**config.mk**
```make
export PLATFORM = sky130hd
export DESIGN_NAME = redriver_mux_control
export DESIGN_NICKNAME = d
export VERILOG_FILES = /design/src/redriver_pkg.sv /design/src/pin_sync.sv /design/src/redriver_mux_control.sv
export SDC_FILE = /design/constraint.sdc
export NUM_CORES = 1
export LEC_CHECK = 0
export BUFFER_PORTS_ARGS = -buffer_cell sky130_fd_sc_hd__buf_2
export CORE_ASPECT_RATIO = 0.75
export CORE_MARGIN = 2
export CORE_UTILIZATION = 59
export CTS_CLUSTER_SIZE = 40
export DETAILED_ROUTE_END_ITERATION = 10
export MAX_ROUTING_LAYER = met4
export PLACE_DENSITY = 0.85
export SLEW_MARGIN = 20
export SYNTH_ARGS = -nofsm -noshare
export SYNTH_HDL_FRONTEND = slang
export SYNTH_HIERARCHICAL = 1
export SYNTH_SLANG_ARGS = --single-unit
```
**constraint.sdc**
```tcl
create_clock -name hclk -period 3.8 [get_ports hclk]
set_input_delay 0 -clock hclk [delete_from_list [all_inputs] [get_ports hclk]]
set_output_delay 0 -clock hclk [all_outputs]
set_load 0.1 [all_outputs]
```
**src/redriver_pkg.sv**
```systemverilog
// Operation
// Enable low holds standby with every redriver path off; high runs normally.
// Select one picks channel 1 output; select two picks channel 2 input.
// Low or open select activates side A; high select activates side B.
// Deemphasis code: 00 0dB low swing, 01 0dB, 10 3.5dB, 11 6dB.
// Deemphasis code 00 puts that output in low-swing mode.
// Equalization code: MSB low 0dB, 10 gives 3.5dB, 11 gives 6dB.
// Three outputs own deemphasis codes; three inputs own equalization codes.
// Detection starts on enable rising, including power-up with enable high.
// While enabled, any edge on trigger or either select restarts detection.
// During detection stay in standby with outputs squelched.
// Detection retries without limit until one channel is found; trigger level alone starts nothing.
// After one channel is found, at most 2^16 more attempts on other.
// Found channel gets its driver and idle squelch enabled.
// Enable low keeps detection inactive whatever the other pins do.
// Enabled output squelched while input idle, redriven while input active.
// Every control input reads low when left unconnected.
// Controller toggles trigger while enabled to repeat detection.
// Pin edges seen after synchronising; attempt spacing chosen by design.
package redriver_pkg;

   localparam logic [7:0] CTRL_OFFSET = 8'h00;
   localparam logic [7:0] INTERVAL_OFFSET = 8'h04;
   localparam logic [7:0] STATUS_OFFSET = 8'h08;
   localparam logic [7:0] PINS_OFFSET = 8'h0c;
   localparam logic [7:0] ATTEMPTS_OFFSET = 8'h10;

   localparam int CTRL_RETRIGGER_BIT = 0;
   localparam int STATUS_ENABLE_BIT = 0;
   localparam int STATUS_DETECTING_BIT = 1;
   localparam int STATUS_FOUND_BIT = 2;
   localparam int STATUS_ABANDON_BIT = 4;
   localparam int STATUS_STANDBY_BIT = 6;

   localparam int CLK_PERIOD_NS = 8;
   localparam int PROBE_INTERVAL_NS = 8000;
   localparam logic [15:0] INTERVAL_RESET = 16'(PROBE_INTERVAL_NS / CLK_PERIOD_NS);
   localparam int ATTEMPT_LIMIT_DEFAULT = 65536;

   // Synchronised pin vector layout
   localparam int PIN_EN = 0;
   localparam int PIN_OUT_SEL = 1;
   localparam int PIN_IN_SEL = 2;
   localparam int PIN_TRIG = 3;
   localparam int PIN_RX = 4;
   localparam int PIN_IDLE = 6;
   localparam int PIN_DEEMPH = 8;
   localparam int PIN_EQ = 14;
   localparam int PIN_COUNT = 20;
   localparam int NUM_CODES = 3;

   typedef enum logic [1:0] {
      DET_OFF = 2'b00,
      DET_PROBE = 2'b01,
      DET_RUN = 2'b11
   } det_state_type;

   typedef enum logic [1:0] {
      LEVEL_0DB = 2'b00,
      LEVEL_3P5DB = 2'b01,
      LEVEL_6DB = 2'b10
   } level_type;

   function automatic level_type deemph_level(input logic [1:0] code);
      unique case (code)
         2'b10: deemph_level = LEVEL_3P5DB;
         2'b11: deemph_level = LEVEL_6DB;
         default: deemph_level = LEVEL_0DB;
      endcase
   endfunction

   function automatic level_type eq_level(input logic [1:0] code);
      if (!code[1]) begin
         eq_level = LEVEL_0DB;
      end else if (code[0]) begin
         eq_level = LEVEL_6DB;
      end else begin
         eq_level = LEVEL_3P5DB;
      end
   endfunction

endpackage

```
**src/pin_sync.sv**
```systemverilog
`timescale 1ns/1ps
module pin_sync #(
   parameter int WIDTH = 1
) (
   input wire logic hclk,
   input wire logic hresetn,
   input wire logic [WIDTH-1:0] pins_in,
   output logic [WIDTH-1:0] pins_out
);
   logic [WIDTH-1:0] meta_reg;
   logic [WIDTH-1:0] stage2_reg;
   logic [WIDTH-1:0] stage3_reg;
   logic [WIDTH-1:0] out_reg;
   logic [WIDTH-1:0] out_next;

   // Accept a change only once two settled stages agree
   always_comb begin
      for (int i = 0; i < WIDTH; i++) begin
         out_next[i] = (stage2_reg[i] == stage3_reg[i]) ? stage3_reg[i] : out_reg[i];
      end
   end

   // Reset to low so an open pin reads low
   always_ff @(posedge hclk or negedge hresetn) begin
      if (!hresetn) begin
         meta_reg <= '0;
         stage2_reg <= '0;
         stage3_reg <= '0;
         out_reg <= '0;
      end else begin
         meta_reg <= pins_in;
         stage2_reg <= meta_reg;
         stage3_reg <= stage2_reg;
         out_reg <= out_next;
      end
   end

   assign pins_out = out_reg;
endmodule

```
**src/redriver_mux_control.sv**
```systemverilog
// The address map and the AHB-Lite slave port were chosen for this implementation.
`timescale 1ns/1ps
module redriver_mux_control
   import redriver_pkg::*;
#(
   parameter int ATTEMPT_LIMIT = ATTEMPT_LIMIT_DEFAULT
) (
   input wire logic hclk,
   input wire logic hresetn,
   input wire logic hsel,
   input wire logic [31:0] haddr,
   input wire logic [1:0] htrans,
   input wire logic hwrite,
   input wire logic [2:0] hsize,
   input wire logic [31:0] hwdata,
   input wire logic hready,
   output logic hreadyout,
   output logic hresp,
   output logic [31:0] hrdata,
   input wire logic enable,
   input wire logic ch1_output_path_select,
   input wire logic ch2_input_path_select,
   input wire logic receiver_probe_trigger,
   input wire logic ch1_out_a_deemph_lsb,
   input wire logic ch1_out_a_deemph_msb,
   input wire logic ch1_out_b_deemph_lsb,
   input wire logic ch1_out_b_deemph_msb,
   input wire logic ch2_out_deemph_lsb,
   input wire logic ch2_out_deemph_msb,
   input wire logic ch1_in_eq_lsb,
   input wire logic ch1_in_eq_msb,
   input wire logic ch2_in_a_eq_lsb,
   input wire logic ch2_in_a_eq_msb,
   input wire logic ch2_in_b_eq_lsb,
   input wire logic ch2_in_b_eq_msb,
   input wire logic ch1_rx_present,
   input wire logic ch2_rx_present,
   input wire logic ch1_in_idle,
   input wire logic ch2_in_idle,
   output logic standby,
   output logic ch1_probe,
   output logic ch2_probe,
   output logic ch1_out_a_drive,
   output logic ch1_out_b_drive,
   output logic ch2_in_a_active,
   output logic ch2_in_b_active,
   output logic ch2_out_drive,
   output logic ch1_squelch,
   output logic ch2_squelch,
   output logic ch1_out_a_low_swing,
   output logic ch1_out_b_low_swing,
   output logic ch2_out_low_swing,
   output logic [1:0] ch1_out_a_deemph_level,
   output logic [1:0] ch1_out_b_deemph_level,
   output logic [1:0] ch2_out_deemph_level,
   output logic [1:0] ch1_in_eq_level,
   output logic [1:0] ch2_in_a_eq_level,
   output logic [1:0] ch2_in_b_eq_level
);
   logic [PIN_COUNT-1:0] pins_raw;
   logic [PIN_COUNT-1:0] pins;

   assign pins_raw = {ch2_in_b_eq_msb, ch2_in_b_eq_lsb, ch2_in_a_eq_msb, ch2_in_a_eq_lsb,
                      ch1_in_eq_msb, ch1_in_eq_lsb,
                      ch2_out_deemph_msb, ch2_out_deemph_lsb,
                      ch1_out_b_deemph_msb, ch1_out_b_deemph_lsb,
                      ch1_out_a_deemph_msb, ch1_out_a_deemph_lsb,
                      ch2_in_idle, ch1_in_idle, ch2_rx_present, ch1_rx_present,
                      receiver_probe_trigger, ch2_input_path_select,
                      ch1_output_path_select, enable};

   pin_sync #(
      .WIDTH(PIN_COUNT)
   ) u_pin_sync (
      .hclk(hclk),
      .hresetn(hresetn),
      .pins_in(pins_raw),
      .pins_out(pins)
   );

   logic en;
   logic out_sel;
   logic in_sel;
   logic [1:0] rx_present;
   logic [1:0] in_idle;

   assign en = pins[PIN_EN];
   assign out_sel = pins[PIN_OUT_SEL];
   assign in_sel = pins[PIN_IN_SEL];
   assign rx_present = pins[PIN_RX+1:PIN_RX];
   assign in_idle = pins[PIN_IDLE+1:PIN_IDLE];

   // Bus slave: zero wait states, always OKAY
   logic wr_pend_reg;
   logic wr_pend_next;
   logic [7:0] wr_addr_reg;
   logic [7:0] wr_addr_next;
   logic [31:0] hrdata_reg;
   logic [31:0] hrdata_next;
   logic [15:0] interval_reg;
   logic [15:0] interval_next;
   logic sw_trig_reg;
   logic sw_trig_next;
   logic addr_phase;
   logic [31:0] status_word;

   det_state_type state_reg;
   det_state_type state_next;
   logic [1:0] found_reg;
   logic [1:0] found_next;
   logic [1:0] abandon_reg;
   logic [1:0] abandon_next;
   logic [16:0] attempts_reg;
   logic [16:0] attempts_next;
   logic [15:0] tick_reg;
   logic [15:0] tick_next;
   logic [1:0] probe_reg;
   logic [1:0] probe_next;
   logic [3:0] prev_reg;
   logic [3:0] prev_next;

   assign addr_phase = hsel && htrans[1] && hready;
   assign hreadyout = 1'b1;
   assign hresp = 1'b0;
   assign hrdata = hrdata_reg;

   always_comb begin
      status_word = '0;
      status_word[STATUS_ENABLE_BIT] = en;
      status_word[STATUS_DETECTING_BIT] = (state_reg == DET_PROBE);
      status_word[STATUS_FOUND_BIT+1:STATUS_FOUND_BIT] = found_reg;
      status_word[STATUS_ABANDON_BIT+1:STATUS_ABANDON_BIT] = abandon_reg;
      status_word[STATUS_STANDBY_BIT] = (state_reg != DET_RUN);
   end

   always_comb begin
      wr_pend_next = addr_phase && hwrite;
      wr_addr_next = addr_phase ? haddr[7:0] : wr_addr_reg;
      interval_next = interval_reg;
      sw_trig_next = 1'b0;
      hrdata_next = '0;
      if (wr_pend_reg) begin
         unique case (wr_addr_reg)
            CTRL_OFFSET: sw_trig_next = hwdata[CTRL_RETRIGGER_BIT];
            // Zero is kept at one, though with the tick check both values give a probe every cycle
            INTERVAL_OFFSET: interval_next = (hwdata[15:0] == '0) ? 16'h0001 : hwdata[15:0];
            default: interval_next = interval_reg;
         endcase
      end
      if (addr_phase && !hwrite) begin
         unique case (haddr[7:0])
            INTERVAL_OFFSET: hrdata_next = {16'h0000, interval_reg};
            STATUS_OFFSET: hrdata_next = status_word;
            PINS_OFFSET: hrdata_next = {{(32-PIN_COUNT){1'b0}}, pins};
            ATTEMPTS_OFFSET: hrdata_next = {15'h0000, attempts_reg};
            default: hrdata_next = '0;
         endcase
      end
   end

   always_ff @(posedge hclk or negedge hresetn) begin
      if (!hresetn) begin
         wr_pend_reg <= 1'b0;
         wr_addr_reg <= 8'h00;
         hrdata_reg <= 32'h0000_0000;
         interval_reg <= INTERVAL_RESET;
         sw_trig_reg <= 1'b0;
      end else begin
         wr_pend_reg <= wr_pend_next;
         wr_addr_reg <= wr_addr_next;
         hrdata_reg <= hrdata_next;
         interval_reg <= interval_next;
         sw_trig_reg <= sw_trig_next;
      end
   end

   // Detection sequencer
   logic en_rise;
   logic pin_edge;
   logic [1:0] resolved;

   // Previous enable starts low, so enable high at power-up counts as a rise
   assign en_rise = en && !prev_reg[0];
   assign pin_edge = (pins[PIN_TRIG:PIN_OUT_SEL] != prev_reg[3:1]);
   assign resolved = found_reg | abandon_reg;

   always_comb begin
      state_next = state_reg;
      found_next = found_reg;
      abandon_next = abandon_reg;
      attempts_next = attempts_reg;
      tick_next = tick_reg;
      probe_next = 2'b00;
      prev_next = {pins[PIN_TRIG:PIN_OUT_SEL], en};
      if (!en) begin
         state_next = DET_OFF;
         found_next = 2'b00;
         abandon_next = 2'b00;
         attempts_next = '0;
      end else if (en_rise || pin_edge || sw_trig_reg) begin
         state_next = DET_PROBE;
         found_next = 2'b00;
         abandon_next = 2'b00;
         attempts_next = '0;
         tick_next = interval_reg;
      end else begin
         unique case (state_reg)
            DET_PROBE: begin
               if (resolved == 2'b11) begin
                  state_next = DET_RUN;
               end else if (tick_reg <= 16'h0001) begin
                  tick_next = interval_reg;
                  for (int i = 0; i < 2; i++) begin
                     if (!resolved[i]) begin
                        if (rx_present[i]) begin
                           found_next[i] = 1'b1;
                        end else if (found_reg[1-i] && attempts_reg == 17'(ATTEMPT_LIMIT)) begin
                           abandon_next[i] = 1'b1;
                        end else begin
                           probe_next[i] = 1'b1;
                           if (found_reg[1-i]) begin
                              attempts_next = attempts_reg + 17'h00001;
                           end
                        end
                     end
                  end
               end else begin
                  tick_next = tick_reg - 16'h0001;
               end
            end
            DET_RUN: state_next = DET_RUN;
            default: state_next = DET_OFF;
         endcase
      end
   end

   always_ff @(posedge hclk or negedge hresetn) begin
      if (!hresetn) begin
         state_reg <= DET_OFF;
         found_reg <= 2'b00;
         abandon_reg <= 2'b00;
         attempts_reg <= 17'h00000;
         tick_reg <= 16'h0000;
         probe_reg <= 2'b00;
         prev_reg <= 4'h0;
      end else begin
         state_reg <= state_next;
         found_reg <= found_next;
         abandon_reg <= abandon_next;
         attempts_reg <= attempts_next;
         tick_reg <= tick_next;
         probe_reg <= probe_next;
         prev_reg <= prev_next;
      end
   end

   assign ch1_probe = probe_reg[0];
   assign ch2_probe = probe_reg[1];

   // Path enables and squelch, registered
   logic [7:0] path_reg;
   logic [7:0] path_next;
   logic run;

   assign run = (state_reg == DET_RUN);

   always_comb begin
      path_next[0] = !run;
      path_next[1] = run && found_reg[0] && !out_sel;
      path_next[2] = run && found_reg[0] && out_sel;
      path_next[3] = run && found_reg[1] && !in_sel;
      path_next[4] = run && found_reg[1] && in_sel;
      path_next[5] = run && found_reg[1];
      // Idle squelch only acts once the channel has been found
      path_next[6] = !(run && found_reg[0]) || in_idle[0];
      path_next[7] = !(run && found_reg[1]) || in_idle[1];
   end

   always_ff @(posedge hclk or negedge hresetn) begin
      if (!hresetn) begin
         path_reg <= 8'hc1;
      end else begin
         path_reg <= path_next;
      end
   end

   assign standby = path_reg[0];
   assign ch1_out_a_drive = path_reg[1];
   assign ch1_out_b_drive = path_reg[2];
   assign ch2_in_a_active = path_reg[3];
   assign ch2_in_b_active = path_reg[4];
   assign ch2_out_drive = path_reg[5];
   assign ch1_squelch = path_reg[6];
   assign ch2_squelch = path_reg[7];

   // Code decoders, one per output and input
   logic [1:0] deemph_q [NUM_CODES];
   logic swing_q [NUM_CODES];
   logic [1:0] eq_q [NUM_CODES];

   genvar g;
   generate
      for (g = 0; g < NUM_CODES; g++) begin : gen_codes
         logic [1:0] deemph_next;
         logic swing_next;
         logic [1:0] eq_next;
         logic [1:0] deemph_reg;
         logic swing_reg;
         logic [1:0] eq_reg;

         always_comb begin
            deemph_next = deemph_level(pins[PIN_DEEMPH+2*g+1 -: 2]);
            swing_next = (pins[PIN_DEEMPH+2*g+1 -: 2] == 2'b00);
            eq_next = eq_level(pins[PIN_EQ+2*g+1 -: 2]);
         end

         always_ff @(posedge hclk or negedge hresetn) begin
            if (!hresetn) begin
               deemph_reg <= LEVEL_0DB;
               swing_reg <= 1'b1;
               eq_reg <= LEVEL_0DB;
            end else begin
               deemph_reg <= deemph_next;
               swing_reg <= swing_next;
               eq_reg <= eq_next;
            end
         end

         assign deemph_q[g] = deemph_reg;
         assign swing_q[g] = swing_reg;
         assign eq_q[g] = eq_reg;
      end
   endgenerate

   assign ch1_out_a_deemph_level = deemph_q[0];
   assign ch1_out_b_deemph_level = deemph_q[1];
   assign ch2_out_deemph_level = deemph_q[2];
   assign ch1_out_a_low_swing = swing_q[0];
   assign ch1_out_b_low_swing = swing_q[1];
   assign ch2_out_low_swing = swing_q[2];
   assign ch1_in_eq_level = eq_q[0];
   assign ch2_in_a_eq_level = eq_q[1];
   assign ch2_in_b_eq_level = eq_q[2];

endmodule

```
==> flow_summary.toml <==
[global_routing]
first_global_vias = 5352
grt_max_degree = 134
grt_pass1_wl_um = 27660
antenna_found_initial = 0
track_usage = 0.2754
grt.overflow.total = 0

[worst_setup_path]
cp-start-kind = "flop"
r2r-end = "tick_reg[9]$_DFFE_PN0P_"
reg2reg_from = "tick_reg[6]$_DFFE_PN0P_"
critPathRequiredTime_ns = 4.09
crit_fanout = 13
path_class = "reg2reg"
cp-end-kind = "flop"
ff2ff_path_depth = 6
rrSetupSlack_ns = 1.01
crit_arrival_ns = 3.07

[finish]
multiInputGateArea_um2 = 2514
diodes = 0
final_common_cell = "dfrtp_1"
layout-drive-gt1-share = 0.2659
area_growth_pct = 22.09
layout.nets = 842
layout_common_cells = "dfrtp_1 (182), buf_2 (93), dlygate4sd3_1 (46), nand2_1 (43), nor2_1 (37)"
ff_latch_area_um2 = 4870
nFillCells = 804

[routing]
dr_total_vias = 5391
post_drt_wl_per_cell_um = 18.80
drt_iter0_drc = 515
first_pass_iters = 6
drc = 0
drt-total-wl_um = 17340
final_antenna_net_count = 0
vias_per_cell = 5.847

[worst_hold_path]
whs_path_depth = 3
hp-class = "in2reg"
hp-start = "htrans[1]"
min_to = "wr_pend_reg$_DFF_PN0_"

[logic_synthesis]
ys.flop_type = "dfrtp_1"
syn-mean-instance-area_um2 = 12.61
yosys.area.top_type = "dfrtp_1"
synth_top_cell_area_share = 0.6031
yosys_warnings = 6
syn_inst = 599
yosysSeqAreaShare = 0.6449
synth.area.top_cells = "dfrtp_1 (60%), dfstp_2 (4.2%), mux2_2 (3.4%)"
async_flop_share = 1.000
ys_seq_elements = 194
ys_types = 55
synth_area_um2 = 7551
synth_edf_count = 0

[outcome]
status = "complete, no violations"

[run]
max-cap-violations = 0

[pwr]
leakagePower_nw = 4.081
powerDensity_nw_per_um2 = 510.7
ir_worst_vdd_mv = 0.4615

[floorplanning]
pin_count = 153
fp.dieH_um = 102.0
dieArea_um2 = 13730
start_util = 0.6093
die_w_um = 134.6
design.core.area_um2 = 12390
fp-row-count = 35

[clocking]
cts_made_buffers = 17
clk_pin_slew_worst_paths_ns = 0.07
cts_resized = 0
tritoncts = "yes"
clock_latency_ns = 0.42
clock_sinks = 194
ctsRootBufferMaster = "clkbuf_16"
cts.htree.levels = 4
cts.path.max_buffers = 2

[sta]
fin_tns_setup_ns = 0
slew_headroom = 0.3763
period_minus_slack_ns = 2.786
setup_viol = 0
hold_viol = 0
whs_ns = 0.1314
setup_slack_ns = 1.014
slew_viol_final = 0
tightestPinTransition_ns = 0.9329
fin_worst_skew_ns = 0.01218
rsz0062_at_grt = "false"
fmax_mhz = 358.9
fin_crit_sh = 0.7333

[placed_design]
dp_slack_ns = 1.105
globalplace.congestion = 0.8889
hpwl_um = 11300
io_buffers = 94
[cell usage after synthesis, types with 11 or more instances]
| cell type | n |
|---|---|
| inv_1 | 12 |
| nand3_1 | 11 |
| mux2_2 | 23 |
| nand2_1 | 43 |
| a21oi_1 | 29 |
| nor2_1 | 38 |
| clkbuf_1 | 15 |
| dfstp_2 | 12 |
| dfrtp_1 | 182 |
| buf_4 | 15 |
| nand4_1 | 14 |
| nor3_1 | 16 |
| a22oi_1 | 15 |
| nor4_1 | 11 |
| o21ai_0 | 16 |
| maj3_2 | 20 |
[through the flow]
| step | std cells | instance area [µm²] | util | power, mW |
|---|---|---|---|---|
| after floorplan | 611 | 7596 | - | 2.771 |
| after global placement | 845 | 8164 | 0.6588 | 2.912 |
| after detailed placement | 845 | 8164 | 0.6588 | 2.945 |
| after CTS | 922 | 9209 | 0.7431 | 4.719 |
| after global routing | 922 | 9219 | 0.7439 | 4.882 |
| final | 922 | 9219 | 0.7439 | 4.708 |
[critical path, cell delays in order (launching register included)]
cell and delay [ns]:
dfrtp_1 0.41, or4_4 0.60, nor4b_4 0.39, nand2_1 0.38
nand2_1 0.48, o21ai_0 0.22, o2bb2ai_1 0.16
[report_power, final]
group	internal [mW]	total (mW)	leakage [nW]	switching, mW
combinational	0.198	0.584	1.42	0.386
sequential	2.22	2.37	2.37	0.153
clock	0.945	1.75	0.286	0.806
[worst max-delay path by stage]
stage / from / endpoint / slack (ns) / depth (start not counted)
6_report: tick_reg[6]$_DFFE_PN0P_ / tick_reg[9]$_DFFE_PN0P_ / 1.01 / 6
5_1_grt: tick_reg[6]$_DFFE_PN0P_ / tick_reg[9]$_DFFE_PN0P_ / 0.89 / 6
4_1_cts: tick_reg[6]$_DFFE_PN0P_ / tick_reg[9]$_DFFE_PN0P_ / 1.06 / 6
3_5_place_dp: tick_reg[6]$_DFFE_PN0P_ / tick_reg[9]$_DFFE_PN0P_ / 1.10 / 6
3_3_place_gp: tick_reg[6]$_DFFE_PN0P_ / tick_reg[9]$_DFFE_PN0P_ / 1.16 / 6
2_1_floorplan: tick_reg[6]$_DFFE_PN0P_ / attempts_reg[7]$_DFFE_PN0P_ / 1.67 / 6
[area by class of cell]
class / count / share of cell area
clock inverter: 13 / 0.01574
inverter: 12 / 0.004886
sequential: 194 / 0.5282
multi-input combinational: 373 / 0.2727
clock buffer: 18 / 0.04764
timing repair buffer: 146 / 0.1083
tap: 166 / 0.02253
[metal layers]
metal,up-vias,wire (µm),track usage
li1,2416,-,-
met1,2703,7480,0.3687
met2,256,8374,0.4362
met3,16,1331,0.06597
met4,0,152,0.06154
met5,-,0,-
[timing repair]
action | 4_1_cts | 5_1_grt
hold buffers | 46 | 0
buffers inserted | 0 | 0
hold endpoints to repair | 174 | 0
[kinds of logic after synthesis]
kind of cell    share of synthesized area
mux                               0.03430
compound gates                    0.09114
other cells                     0.0009946
flops                              0.6449
simple gates                       0.1417
buf+inv                           0.02966
fa+ha+maj                         0.03645
xor+xnor                          0.02088
(Power assumes the default switching activity.)
